$ cat config.mk
export PLATFORM = sky130hd
export DESIGN_NAME = tcaux_ctrl
export DESIGN_NICKNAME = d
export VERILOG_FILES = /design/src/tcaux_pkg.sv /design/src/tcaux_ctrl.sv
export VERILOG_INCLUDE_DIRS = /design/src
export SDC_FILE = /design/constraint.sdc
export NUM_CORES = 2
export LEC_CHECK = 0
export BUFFER_PORTS_ARGS = -buffer_cell sky130_fd_sc_hd__buf_2
export CORE_MARGIN = 1.5
export CORE_UTILIZATION = 50
export CTS_CLUSTER_DIAMETER = 60
export DETAILED_ROUTE_END_ITERATION = 8
export HOLD_SLACK_MARGIN = 0.15
export PLACE_DENSITY_LB_ADDON = 0.1
export REMOVE_ABC_BUFFERS = 1
export SLEW_MARGIN = 20
export SYNTH_ARGS = -nofsm -noshare
export SYNTH_HDL_FRONTEND = slang
export SYNTH_SLANG_ARGS = --single-unit
$ cat constraint.sdc
create_clock -name core_clk -period 8.5 [get_ports core_clk]
set_input_delay 0 -clock core_clk [delete_from_list [all_inputs] [get_ports core_clk]]
set_output_delay 0 -clock core_clk [all_outputs]
set_load 0.03 [all_outputs]
$ cat src/tcaux_defines.svh
`ifndef TCAUX_DEFINES_SVH
`define TCAUX_DEFINES_SVH
// APB register byte offsets
`define TCAUX_SEL_OFF       12'h000
`define TCAUX_FMT_OFF       12'h004
`define TCAUX_AUX_OFF       12'h008
`define TCAUX_CLK_OFF       12'h00c
`define TCAUX_LINE_OFF      12'h010
`define TCAUX_FRAME_OFF     12'h014
`define TCAUX_STAT_OFF      12'h018
// Field positions in the aux register
`define TCAUX_AUX_MAG_LSB   0
`define TCAUX_AUX_SIGN_BIT  5
`define TCAUX_AUX_EN_BIT    6
`define TCAUX_CFSYNC_BIT    7
// Field positions in the format register
`define TCAUX_FMT_UB_LSB    4
// Magnitude in half hours: 24 is 12.0 h
`define TCAUX_AUX_MAG_MAX   5'h18
// Phasing limits; clock offset in ns
`define TCAUX_CLK_MAX_NTSC_NS 17'hf81f
`define TCAUX_CLK_MAX_25_NS   17'hf9db
`define TCAUX_LINE_MAX_NTSC   10'h20c
`define TCAUX_LINE_MAX_25     10'h270
`define TCAUX_FRAME_MAX_NTSC  5'h1d
`define TCAUX_FRAME_MAX_25    5'h18
`define TCAUX_FRAME_MAX_24    5'h17
// Line and frame periods in ns, rounded to whole ns
`define TCAUX_LINE_NS_NTSC    32'h0000_f8ec
`define TCAUX_LINE_NS_25      32'h0000_fa00
`define TCAUX_FRAME_NS_NTSC   32'h01fd_cd65
`define TCAUX_FRAME_NS_30     32'h01fc_a055
`define TCAUX_FRAME_NS_25     32'h0262_5a00
// Clock period in ns, 40 MHz
`define TCAUX_CLK_PERIOD_NS  17'h00019
// Reset values
`define TCAUX_RST_ZERO       32'h0000_0000
`endif

$ cat src/tcaux_pkg.sv
package tcaux_pkg;
   typedef enum logic [2:0] {
      TCAUX_NTSC_NONDROP_STD = 3'b000,
      TCAUX_NTSC_DROP_STD    = 3'b001,
      TCAUX_STD_25FPS        = 3'b010,
      TCAUX_STD_30FPS_NONDROP= 3'b011,
      TCAUX_STD_24FPS_NONDROP= 3'b100
   } tcaux_std_type;

   typedef enum logic [1:0] {
      TCAUX_SEL_LTC_A  = 2'b00,
      TCAUX_SEL_LTC_B  = 2'b01,
      TCAUX_SEL_VITC_A = 2'b10,
      TCAUX_SEL_VITC_B = 2'b11
   } tcaux_out_type;

   typedef enum logic [1:0] {
      TCAUX_UB_PLAIN    = 2'b00,
      TCAUX_UB_EXTENDED = 2'b01,
      TCAUX_UB_JULIAN   = 2'b10,
      TCAUX_UB_MJD      = 2'b11
   } tcaux_ub_type;

   typedef struct packed {
      logic [16:0] clock_ns;
      logic [9:0]  lines;
      logic [4:0]  frames;
   } tcaux_phase_type;

   // Per-output view for the timecode generator
   typedef struct packed {
      tcaux_std_type   output_tc_format;
      tcaux_ub_type    user_bit_format;
      logic            aux_insert;
      logic [5:0]      aux_offset_signed;
      logic            color_frame_sync;
   } tcaux_cfg_type;
endpackage : tcaux_pkg

$ cat src/tcaux_ctrl.sv
// Operation
// - Aux offset only with extended user bits
// - Half-hour steps, range -11.5 to +12.0
// - Offset goes to payload, not time
// - Magnitude 0 to 12.0 h, sign separate
// - Minus twelve is treated as +12.0
// - Enable gates aux offset insertion
// - Phasing only on the two linear outputs
// - Phasing stored per output per standard
// - 24 fps non-drop has no phasing
// - Clock, line, frame offsets form one delay
// - Phasing adds to color-frame alignment
// - NTSC/30 limits 63.519 us, 524, 29
// - 25 fps limits 63.963 us, 624, 24
`timescale 1ns/100ps
`default_nettype none
`include "tcaux_defines.svh"

module tcaux_ctrl
   import tcaux_pkg::*;
#(
   parameter int NUM_OUT = 4,
   parameter int NUM_STD = 5
) (
   input  wire logic                  core_clk,
   input  wire logic                  rst,
   input  wire logic                  psel,
   input  wire logic                  penable,
   input  wire logic                  pwrite,
   input  wire logic [11:0]           paddr,
   input  wire logic [31:0]           pwdata,
   output logic      [31:0]           prdata,
   output logic                       pready,
   output logic                       pslverr,
   input  wire logic [NUM_OUT-1:0]    cf_align_ns_valid,
   input  wire logic [NUM_OUT*17-1:0] cf_align_ns,
   output tcaux_cfg_type [NUM_OUT-1:0] out_cfg,
   output logic [NUM_OUT*32-1:0]       ltc_delay_ns
);

   tcaux_out_type                           sel_q;
   tcaux_std_type [NUM_OUT-1:0]             fmt_q;
   tcaux_ub_type  [NUM_OUT-1:0]             ub_q;
   logic          [NUM_OUT-1:0][4:0]        mag_q;
   logic          [NUM_OUT-1:0]             sign_q;
   logic          [NUM_OUT-1:0]             aen_q;
   logic          [NUM_OUT-1:0]             cfs_q;
   // Phasing store exists for the two linear outputs only
   tcaux_phase_type [1:0][NUM_STD-1:0]      ph_q;
   logic          [31:0]                    prdata_q;
   logic          [NUM_OUT*32-1:0]          delay_q;

   logic wr_en;
   logic rd_en;
   logic sel_ltc;
   logic [0:0] li;
   assign wr_en   = psel && penable && pwrite;
   assign rd_en   = psel && penable && !pwrite;
   assign pready  = 1'b1;
   assign sel_ltc = (sel_q == TCAUX_SEL_LTC_A) || (sel_q == TCAUX_SEL_LTC_B);
   assign li      = sel_q[0];

   function automatic logic [16:0] clk_max(input tcaux_std_type s);
      case (s)
         TCAUX_STD_25FPS:         clk_max = `TCAUX_CLK_MAX_25_NS;
         TCAUX_STD_24FPS_NONDROP: clk_max = 17'h00000;
         default:                 clk_max = `TCAUX_CLK_MAX_NTSC_NS;
      endcase
   endfunction : clk_max

   function automatic logic [9:0] line_max(input tcaux_std_type s);
      case (s)
         TCAUX_STD_25FPS:         line_max = `TCAUX_LINE_MAX_25;
         TCAUX_STD_24FPS_NONDROP: line_max = 10'h000;
         default:                 line_max = `TCAUX_LINE_MAX_NTSC;
      endcase
   endfunction : line_max

   function automatic logic [4:0] frame_max(input tcaux_std_type s);
      case (s)
         TCAUX_STD_25FPS:         frame_max = `TCAUX_FRAME_MAX_25;
         TCAUX_STD_24FPS_NONDROP: frame_max = `TCAUX_FRAME_MAX_24;
         default:                 frame_max = `TCAUX_FRAME_MAX_NTSC;
      endcase
   endfunction : frame_max

   function automatic logic valid_std(input logic [2:0] v);
      valid_std = (v <= 3'b100);
   endfunction : valid_std

   tcaux_std_type cur_std;
   assign cur_std = fmt_q[sel_q];

   // Selected output steers every per-output write
   always_ff @(posedge core_clk) begin
      if (rst) begin
         sel_q <= TCAUX_SEL_LTC_A;
      end else if (wr_en && paddr == `TCAUX_SEL_OFF) begin
         sel_q <= tcaux_out_type'(pwdata[1:0]);
      end
   end

   always_ff @(posedge core_clk) begin
      if (rst) begin
         fmt_q <= '0;
         ub_q  <= '0;
      end else if (wr_en && paddr == `TCAUX_FMT_OFF) begin
         // Unknown format codes are ignored so stored phasing stays valid
         if (valid_std(pwdata[2:0])) begin
            fmt_q[sel_q] <= tcaux_std_type'(pwdata[2:0]);
         end
         ub_q[sel_q] <= tcaux_ub_type'(pwdata[`TCAUX_FMT_UB_LSB +: 2]);
      end
   end

   always_ff @(posedge core_clk) begin
      if (rst) begin
         mag_q  <= '0;
         sign_q <= '0;
         aen_q  <= '0;
         cfs_q  <= '0;
      end else if (wr_en && paddr == `TCAUX_AUX_OFF) begin
         // Over-range magnitude saturates at 12.0 h
         if (pwdata[`TCAUX_AUX_MAG_LSB +: 5] > `TCAUX_AUX_MAG_MAX) begin
            mag_q[sel_q] <= `TCAUX_AUX_MAG_MAX;
         end else begin
            mag_q[sel_q] <= pwdata[`TCAUX_AUX_MAG_LSB +: 5];
         end
         sign_q[sel_q] <= pwdata[`TCAUX_AUX_SIGN_BIT];
         aen_q[sel_q]  <= pwdata[`TCAUX_AUX_EN_BIT];
         cfs_q[sel_q]  <= pwdata[`TCAUX_CFSYNC_BIT];
      end
   end

   // Phasing writes go to the slot of the output's current standard
   always_ff @(posedge core_clk) begin
      if (rst) begin
         ph_q <= '0;
      end else if (wr_en && sel_ltc && cur_std != TCAUX_STD_24FPS_NONDROP) begin
         if (paddr == `TCAUX_CLK_OFF) begin
            if (pwdata[31:17] != 15'h0000 || pwdata[16:0] > clk_max(cur_std)) begin
               ph_q[li][cur_std].clock_ns <= clk_max(cur_std);
            end else begin
               ph_q[li][cur_std].clock_ns <= pwdata[16:0];
            end
         end else if (paddr == `TCAUX_LINE_OFF) begin
            if (pwdata[31:10] != 22'h000000 || pwdata[9:0] > line_max(cur_std)) begin
               ph_q[li][cur_std].lines <= line_max(cur_std);
            end else begin
               ph_q[li][cur_std].lines <= pwdata[9:0];
            end
         end else if (paddr == `TCAUX_FRAME_OFF) begin
            if (pwdata[31:5] != 27'h0000000 || pwdata[4:0] > frame_max(cur_std)) begin
               ph_q[li][cur_std].frames <= frame_max(cur_std);
            end else begin
               ph_q[li][cur_std].frames <= pwdata[4:0];
            end
         end
      end
   end

   // Line period in ns for each standard family
   function automatic logic [31:0] line_ns(input tcaux_std_type s);
      line_ns = (s == TCAUX_STD_25FPS) ? `TCAUX_LINE_NS_25 : `TCAUX_LINE_NS_NTSC;
   endfunction : line_ns

   function automatic logic [31:0] frame_ns(input tcaux_std_type s);
      case (s)
         TCAUX_STD_25FPS: frame_ns = `TCAUX_FRAME_NS_25;
         TCAUX_STD_30FPS_NONDROP: frame_ns = `TCAUX_FRAME_NS_30;
         default: frame_ns = `TCAUX_FRAME_NS_NTSC;
      endcase
   endfunction : frame_ns

   // Delay is registered; multipliers are kept off the bus path
   always_ff @(posedge core_clk) begin
      if (rst) begin
         delay_q <= '0;
      end else begin
         for (int o = 0; o < NUM_OUT; o++) begin
            logic [31:0] sum;
            tcaux_phase_type p;
            sum = 32'h0000_0000;
            p = '0;
            if (o < 2 && fmt_q[o] != TCAUX_STD_24FPS_NONDROP) begin
               p = ph_q[o[0]][fmt_q[o]];
               sum = 32'(p.clock_ns) + 32'(32'(p.lines) * line_ns(fmt_q[o]))
                   + 32'(32'(p.frames) * frame_ns(fmt_q[o]));
            end
            if (cfs_q[o] && cf_align_ns_valid[o]) begin
               sum = sum + 32'(cf_align_ns[o*17 +: 17]);
            end
            delay_q[o*32 +: 32] <= sum;
         end
      end
   end
   assign ltc_delay_ns = delay_q;

   // Two's complement half hours; minus twelve folds to plus twelve
   always_comb begin
      for (int o = 0; o < NUM_OUT; o++) begin
         out_cfg[o].output_tc_format = fmt_q[o];
         out_cfg[o].user_bit_format  = ub_q[o];
         out_cfg[o].color_frame_sync = cfs_q[o];
         out_cfg[o].aux_insert = aen_q[o]
            && (ub_q[o] == TCAUX_UB_EXTENDED);
         if (sign_q[o] && mag_q[o] != `TCAUX_AUX_MAG_MAX) begin
            out_cfg[o].aux_offset_signed = 6'(-{1'b0, mag_q[o]});
         end else begin
            out_cfg[o].aux_offset_signed = {1'b0, mag_q[o]};
         end
      end
   end

   always_ff @(posedge core_clk) begin
      if (rst) begin
         prdata_q <= `TCAUX_RST_ZERO;
      end else if (psel && !penable && !pwrite) begin
         if (paddr == `TCAUX_SEL_OFF) begin
            prdata_q <= {30'h0, sel_q};
         end else if (paddr == `TCAUX_FMT_OFF) begin
            prdata_q <= {26'h0, ub_q[sel_q], 1'b0, cur_std};
         end else if (paddr == `TCAUX_AUX_OFF) begin
            prdata_q <= {24'h0, cfs_q[sel_q], aen_q[sel_q], sign_q[sel_q], mag_q[sel_q]};
         end else if (paddr == `TCAUX_CLK_OFF && sel_ltc) begin
            prdata_q <= {15'h0, ph_q[li][cur_std].clock_ns};
         end else if (paddr == `TCAUX_LINE_OFF && sel_ltc) begin
            prdata_q <= {22'h0, ph_q[li][cur_std].lines};
         end else if (paddr == `TCAUX_FRAME_OFF && sel_ltc) begin
            prdata_q <= {27'h0, ph_q[li][cur_std].frames};
         end else if (paddr == `TCAUX_STAT_OFF) begin
            prdata_q <= delay_q[sel_q*32 +: 32];
         end else begin
            prdata_q <= `TCAUX_RST_ZERO;
         end
      end
   end
   assign prdata = rd_en ? prdata_q : 32'h0000_0000;

   assign pslverr = psel && penable && !(paddr == `TCAUX_SEL_OFF || paddr == `TCAUX_FMT_OFF
      || paddr == `TCAUX_AUX_OFF || paddr == `TCAUX_CLK_OFF || paddr == `TCAUX_LINE_OFF
      || paddr == `TCAUX_FRAME_OFF || (paddr == `TCAUX_STAT_OFF && !pwrite));

endmodule : tcaux_ctrl
`default_nettype wire

Yosys cells after proc, flatten, opt, wreduce, memory -nomap -nowiden
Cells that the tools add are included.
{ "totals": {"in_bits": 121, "register_bits": 534} }
{ "classes": {"n_reduce_logical": 53, "eq_ne": 24, "mul": 4, "magnitude_cmp": 13, "addsub": 10, "muxes": 115, "shifts": 1, "bitwise_logic": 5} }
{ "ops": {"columns": ["cell", "count"], "rows": [
  ["bitwise mux 320 bit", 6],
  ["2-to-1 mux 320 bit", 6],
  ["2-to-1 mux 160 bit", 5],
  ["2-to-1 mux 32 bit", 22],
  ["demux 160 bit (select 1 bit)", 3],
  ["binary-select mux 32 bit (select 3 bit)", 3],
  ["demux 32 bit (select 3 bit)", 3],
  ["variable part select 128 x 8 -> 32 bit", 1],
  ["2-to-1 mux 17 bit", 7],
  ["2-to-1 mux 10 bit", 11],
  ["case mux 26 bit (2 select lines)", 2],
  ["2-to-1 mux 5 bit", 14],
  ["adder 27 x 32 -> 32 bit", 2],
  ["adder 32 x 17 -> 32 bit", 2],
  ["multiplier 5 x 32 -> 32 bit", 2],
  ["adder 17 x 26 -> 27 bit", 2],
  ["multiplier 10 x 16 -> 26 bit", 2],
  ["equality test 12 x 5 -> 1 bit, second input constant", 3],
  ["case mux 16 bit (2 select lines)", 1],
  ["logical AND 1 bit", 30],
  ["nonzero test 27 bit", 1],
  ["equality test 12 x 4 -> 1 bit, second input constant", 2],
  ["2-to-1 mux 6 bit", 4],
  ["negation 5 -> 6 bit", 4],
  ["other kinds (49)", 87]
]} }

Logic depth before layout (Yosys ltp)
{ "depth": {"word_depth": 22, "ltp_mapped": 43, "depth_no_buf": 40} }

Least setup slack after synthesis
No wires, ideal clock.
{ "synth_path": {"path_type": "register -> register", "start": "register fmt_q (netlist bit out_cfg[23])", "end": "register delay_q[61] (netlist: ltc_delay_ns[61])", "period_less_slack_ns": 9.073, "path_stages_with_launch": 37, "path_slack_ns": -0.573, "arrival_ns": 8.950, "path_buffers": 3, "cell_sequence": "dfxtp_1 > buf_2 > buf_1 > clkbuf_1 > nor2_1 > a21oi_1 > o21a_1 > inv_1 > nand2_1 > inv_1 > fa_1 > inv_1 > fa_1 > fa_1 > inv_1 > fa_1 > fa_1 > inv_1 > fa_1 > inv_1 > ha_1 > o21ai_0 > a31o_2 > o2bb2ai_1 > o21ai_0 > a21oi_1 > xor2_1 > nor2_1 > ha_1 > a21o_1 > a21oi_1 > nor2b_1 > a311o_1 > or4_4 > nor3_2 > nand4_1 > mux2_1"} }
{ "synth_via": {"elab_chain_cells": 10} }
{ "synth_rtl": {"columns": ["item", "line", "source"], "rows": [
  ["from (decl)", "tcaux_ctrl.sv:42", "tcaux_std_type [NUM_OUT-1:0] fmt_q;"],
  ["from (signal, indexed assignment)", "tcaux_ctrl.sv:110", "fmt_q[sel_q] <= tcaux_std_type'(pwdata[2:0]);"],
  ["parallel branches: the longest is 6 deep, another holds adder 27 x 32 -> 32 bit", null, null],
  ["2-to-1 mux 32 bit (*)", "tcaux_ctrl.sv:185", "if (o < 2 && fmt_q[o] != TCAUX_STD_24FPS_NONDROP) begin"],
  ["2-to-1 mux 32 bit (*)", "tcaux_ctrl.sv:177", "if (rst) begin"],
  ["adder 32 x 17 -> 32 bit", "tcaux_ctrl.sv:191", "sum = sum + 32'(cf_align_ns[o*17 +: 17]);"],
  ["2-to-1 mux 32 bit (*)", "tcaux_ctrl.sv:190", "if (cfs_q[o] && cf_align_ns_valid[o]) begin"],
  ["to (signal, indexed assignment)", "tcaux_ctrl.sv:193", "delay_q[o*32 +: 32] <= sum;"],
  ["to (decl)", "tcaux_ctrl.sv:51", "logic [NUM_OUT*32-1:0] delay_q;"]
]} }
Mark *: on every way between the ends. The select of a mux whose other input is x is not followed.
A chain may end at the register's enable or synchronous reset.

Worst setup path after layout
{ "layout_path": {"start": "register fmt_q (netlist bit out_cfg[11])", "end": "register delay_q[31] (netlist: ltc_delay_ns[31])"} }
Same word-level chain as after synthesis.

==> flow_summary.json <==
{
  "drc_errors": 0,
  "place_congestion": 1.041,
  "ys_seq_area_frac": 0.2346,
  "crit_required_ps": 8990,
  "num-fill-cells": 7617,
  "portBuffers": 303,
  "hold_path_depth": 7,
  "overflow": 0,
  "finalSetupViolations": 0,
  "synth_edf_count": 0,
  "final_antenna_net_count": 0,
  "cts_buffer_depth": 3,
  "min_path_type": "input port to flip-flop",
  "relSlewSlack": 0.1616,
  "syn_area_per_cell_sq_um": 8.738,
  "setup_ws_ps": 321.9,
  "coreArea_sq_um": 85150,
  "vias": 39180,
  "crit_top_cell": "fa_1",
  "syn_to_final_growth_pct": 19.13,
  "dpl.cell_count": 6373,
  "routed_via_density": 5.850,
  "multi_input_area_sq_um": 29690,
  "status": "finished, final reports clean",
  "start_kind": "flip-flop",
  "r2r-start": "out_cfg[11]",
  "synth_cell_types": 100,
  "fin_nets": 6306,
  "netlist_area_sq_um": 43010,
  "design_area_sq_um": 51230,
  "pre_cts_slack_ps": -26.39,
  "cts_sinks": 504,
  "die_h_microns": 296.3,
  "arrival_ps": 8670,
  "crit_path_top_delay_cell": "fa_1",
  "worst_pin_slew_ps": 1248,
  "die_w_microns": 296.3,
  "hold_start": "cf_align_ns[21]",
  "drt_iter0_markers": 3643,
  "start_util": 0.5051,
  "period_share": 0.9621,
  "cts_max_level": 2,
  "final_cell_count_no_fill": 6697,
  "synth_warnings": 0,
  "fin_worst_skew_ps": 29.90,
  "power.density_nw_per_um2": 101.3,
  "r2r_cells": 35,
  "cp_num_buf_inv": 6,
  "crit_type": "flip-flop to flip-flop",
  "grt_max_degree": 158,
  "cp_top_family": "adder cells",
  "dpl-instance-area_sq_um": 46910,
  "synth-seq-cells": 504,
  "clk_pin_slew_ps": 60,
  "async_reset_ff_frac": 0,
  "antenna_found_initial": 17,
  "rows": 107,
  "wl_per_cell_microns": 24.85,
  "leakagePower_nw": 23.79,
  "cts-buffers-inserted": 59,
  "grt_pass1_vias": 37840,
  "layout-drive-gt1-share": 0.1803,
  "finalCriticalPeriod_ps": 8178,
  "cts_root_buf": "clkbuf_16",
  "hold_viol": 0,
  "grt_usage": 0.3738,
  "synthFlopType": "dfxtp_1",
  "tritoncts": "built",
  "io_pins": 335,
  "ff_latch_area_sq_um": 10110,
  "cap_violations": 0,
  "hpwl_mm": 123.9,
  "insertion_delay_ps": 650,
  "max_freq_mhz": 122.3,
  "dr.pass1.iters": 6,
  "slowest_delay_ps": 530,
  "path_depth": 35,
  "fin_setup_tns_ps": 0,
  "cp-end-kind": "flip-flop",
  "crit_path_start": "out_cfg[11]",
  "cp_max_fo": 19,
  "wirelength_mm": 166.4,
  "slew_violations": 0,
  "peakVddDrop_v": 0.0001610,
  "dieArea_sq_um": 87780,
  "grt_pass1_wl_mm": 243.1,
  "synthCells": 4922,
  "power_w": 0.005190
}
## cell usage after synthesis (14+ instances only)
cell type / n / area [sq um]
a21oi_1: 306 / 1531
and3_1: 16 / 100.1
or3_1: 22 / 137.6
fa_1: 352 / 7047
nor3_1: 61 / 305.3
buf_2: 43 / 215.2
o211ai_1: 14 / 105.1
nand4_1: 34 / 212.7
a31oi_1: 17 / 106.4
buf_4: 40 / 300.3
nand2b_1: 35 / 219.0
a311oi_1: 78 / 683.2
a22oi_1: 43 / 322.8
a21o_1: 42 / 315.3
o221ai_1: 23 / 201.4
and2_1: 106 / 663.1
o22ai_1: 46 / 287.8
ha_1: 339 / 4242
mux2i_1: 117 / 1171
nand3_1: 42 / 210.2
a211oi_1: 17 / 127.6
mux2_2: 39 / 439.2
xor2_1: 30 / 262.8
o21ai_0: 167 / 835.8
clkbuf_1: 184 / 690.7
nor4_1: 31 / 193.9
nor2b_1: 82 / 513.0
inv_1: 636 / 2387
nor2_1: 478 / 1794
o21a_1: 40 / 300.3
buf_1: 20 / 75.07
a211o_1: 16 / 140.1
xnor2_1: 63 / 551.8
mux4_2: 80 / 1802
nand2_1: 446 / 1674
nor3b_1: 61 / 457.9
dfxtp_1: 504 / 10090
a31o_2: 49 / 429.2
a22o_1: 35 / 306.5
## through the flow
stage,hold WS [ps],utilization
after floorplan,69.07,-
after global placement,198.9,0.5508
after detailed placement,201.1,0.5509
after CTS,161.3,0.5949
after global routing,236.7,0.6015
final,207.2,0.6017
## where the power goes
part / switching, W / leakage [nW] / internal, W
sequential: 0.000000724 / 4.06 / 0.00236
clock: 0.00111 / 0.948 / 0.00147
combinational: 0.000154 / 18.8 / 0.0000936
total: 0.00126 / 23.8 / 0.00393
## worst reg2reg max path: cells and delay by family, from the launching register on
kind	cells	cell delay, ps
flip-flops	1	430
adder cells (fa/ha/maj)	8	3620
AND/OR/NAND/NOR	10	1540
buffers and inverters	6	500
multiplexers	1	300
AO/OA/AOI/OAI	9	1520
XOR/XNOR	1	110
## cell families after synthesis
kind of cell,count (synthesis),share of synthesized area
compound gates,975,0.1505
xor+xnor,93,0.01894
fa+ha+maj,692,0.2627
flops,504,0.2346
mux,237,0.07960
simple gates,1490,0.1669
buf+inv,929,0.08652
other cells,2,0.0001746
## worst paths after layout
check	endpoint	slack [ps]
worst max-delay path	ltc_delay_ns[31]	320
worst min-delay path	ltc_delay_ns[37]	210
worst max register to register	ltc_delay_ns[31]	320
worst min register to register	prdata_q[6]	450
## per-layer routing
layer / vias up / part of all wire / track usage
met5: - / 0.00055 / 0.003326
met4: 8 / 0.058 / 0.1977
met3: 437 / 0.10 / 0.08814
met2: 2080 / 0.43 / 0.5747
met1: 18820 / 0.41 / 0.4875
li1: 17830 / - / -
## layout by cell type (no fill, tap or decap), types with 18 or more instances in the layout
cell / Yosys / final
and2_1: 106 / 105
ha_1: 339 / 329
nor2b_1: 82 / 80
buf_4: 40 / 278
o22ai_1: 46 / 46
buf_2: 43 / 302
fa_1: 352 / 351
xor2_1: 30 / 30
a21oi_2: 5 / 19
nand4_1: 34 / 34
a21oi_1: 306 / 290
a311oi_1: 78 / 78
nand2_1: 446 / 439
a22oi_1: 43 / 40
a22o_1: 35 / 34
nor3b_1: 61 / 59
dfxtp_1: 504 / 498
nor2_1: 478 / 465
or3_1: 22 / 21
nand2b_1: 35 / 35
nor2_2: 7 / 18
clkbuf_16: 0 / 60
dlygate4sd3_1: 0 / 179
conb_1: 2 / 31
mux2i_1: 117 / 116
a21o_1: 42 / 42
mux2_2: 39 / 39
nor4_1: 31 / 28
xnor2_1: 63 / 63
inv_1: 636 / 631
a31o_2: 49 / 49
o221ai_1: 23 / 23
nor3_1: 61 / 56
mux4_2: 80 / 80
o21ai_0: 167 / 160
nand3_1: 42 / 41
o21a_1: 40 / 37
## state kept, by name, summed over array words and instances, names as in the netlist
name / count
sel_q: 2
ltc_delay_ns: 98
mag_q: 20
out_cfg: 20
ph_q: 320
cfs_q: 4
aen_q: 4
sign_q: 4
prdata_q: 32
## final cells by class
class / count / share of cell area
inverter: 638 / 0.04674
clock inverter: 25 / 0.005470
tap: 1144 / 0.02794
sequential: 504 / 0.1973
timing repair buffer: 773 / 0.1097
multi-input combinational: 3518 / 0.5795
clock buffer: 82 / 0.03268
antenna: 13 / 0.0006350
## repair_timing
action	4_1_cts	5_1_grt
pin swaps	0	17
setup endpoints to repair	2	32
gates resized for setup	1	97
hold buffers	179	0
hold endpoints to repair	319	0
buffers inserted	0	25
(Power assumes the default switching activity.)
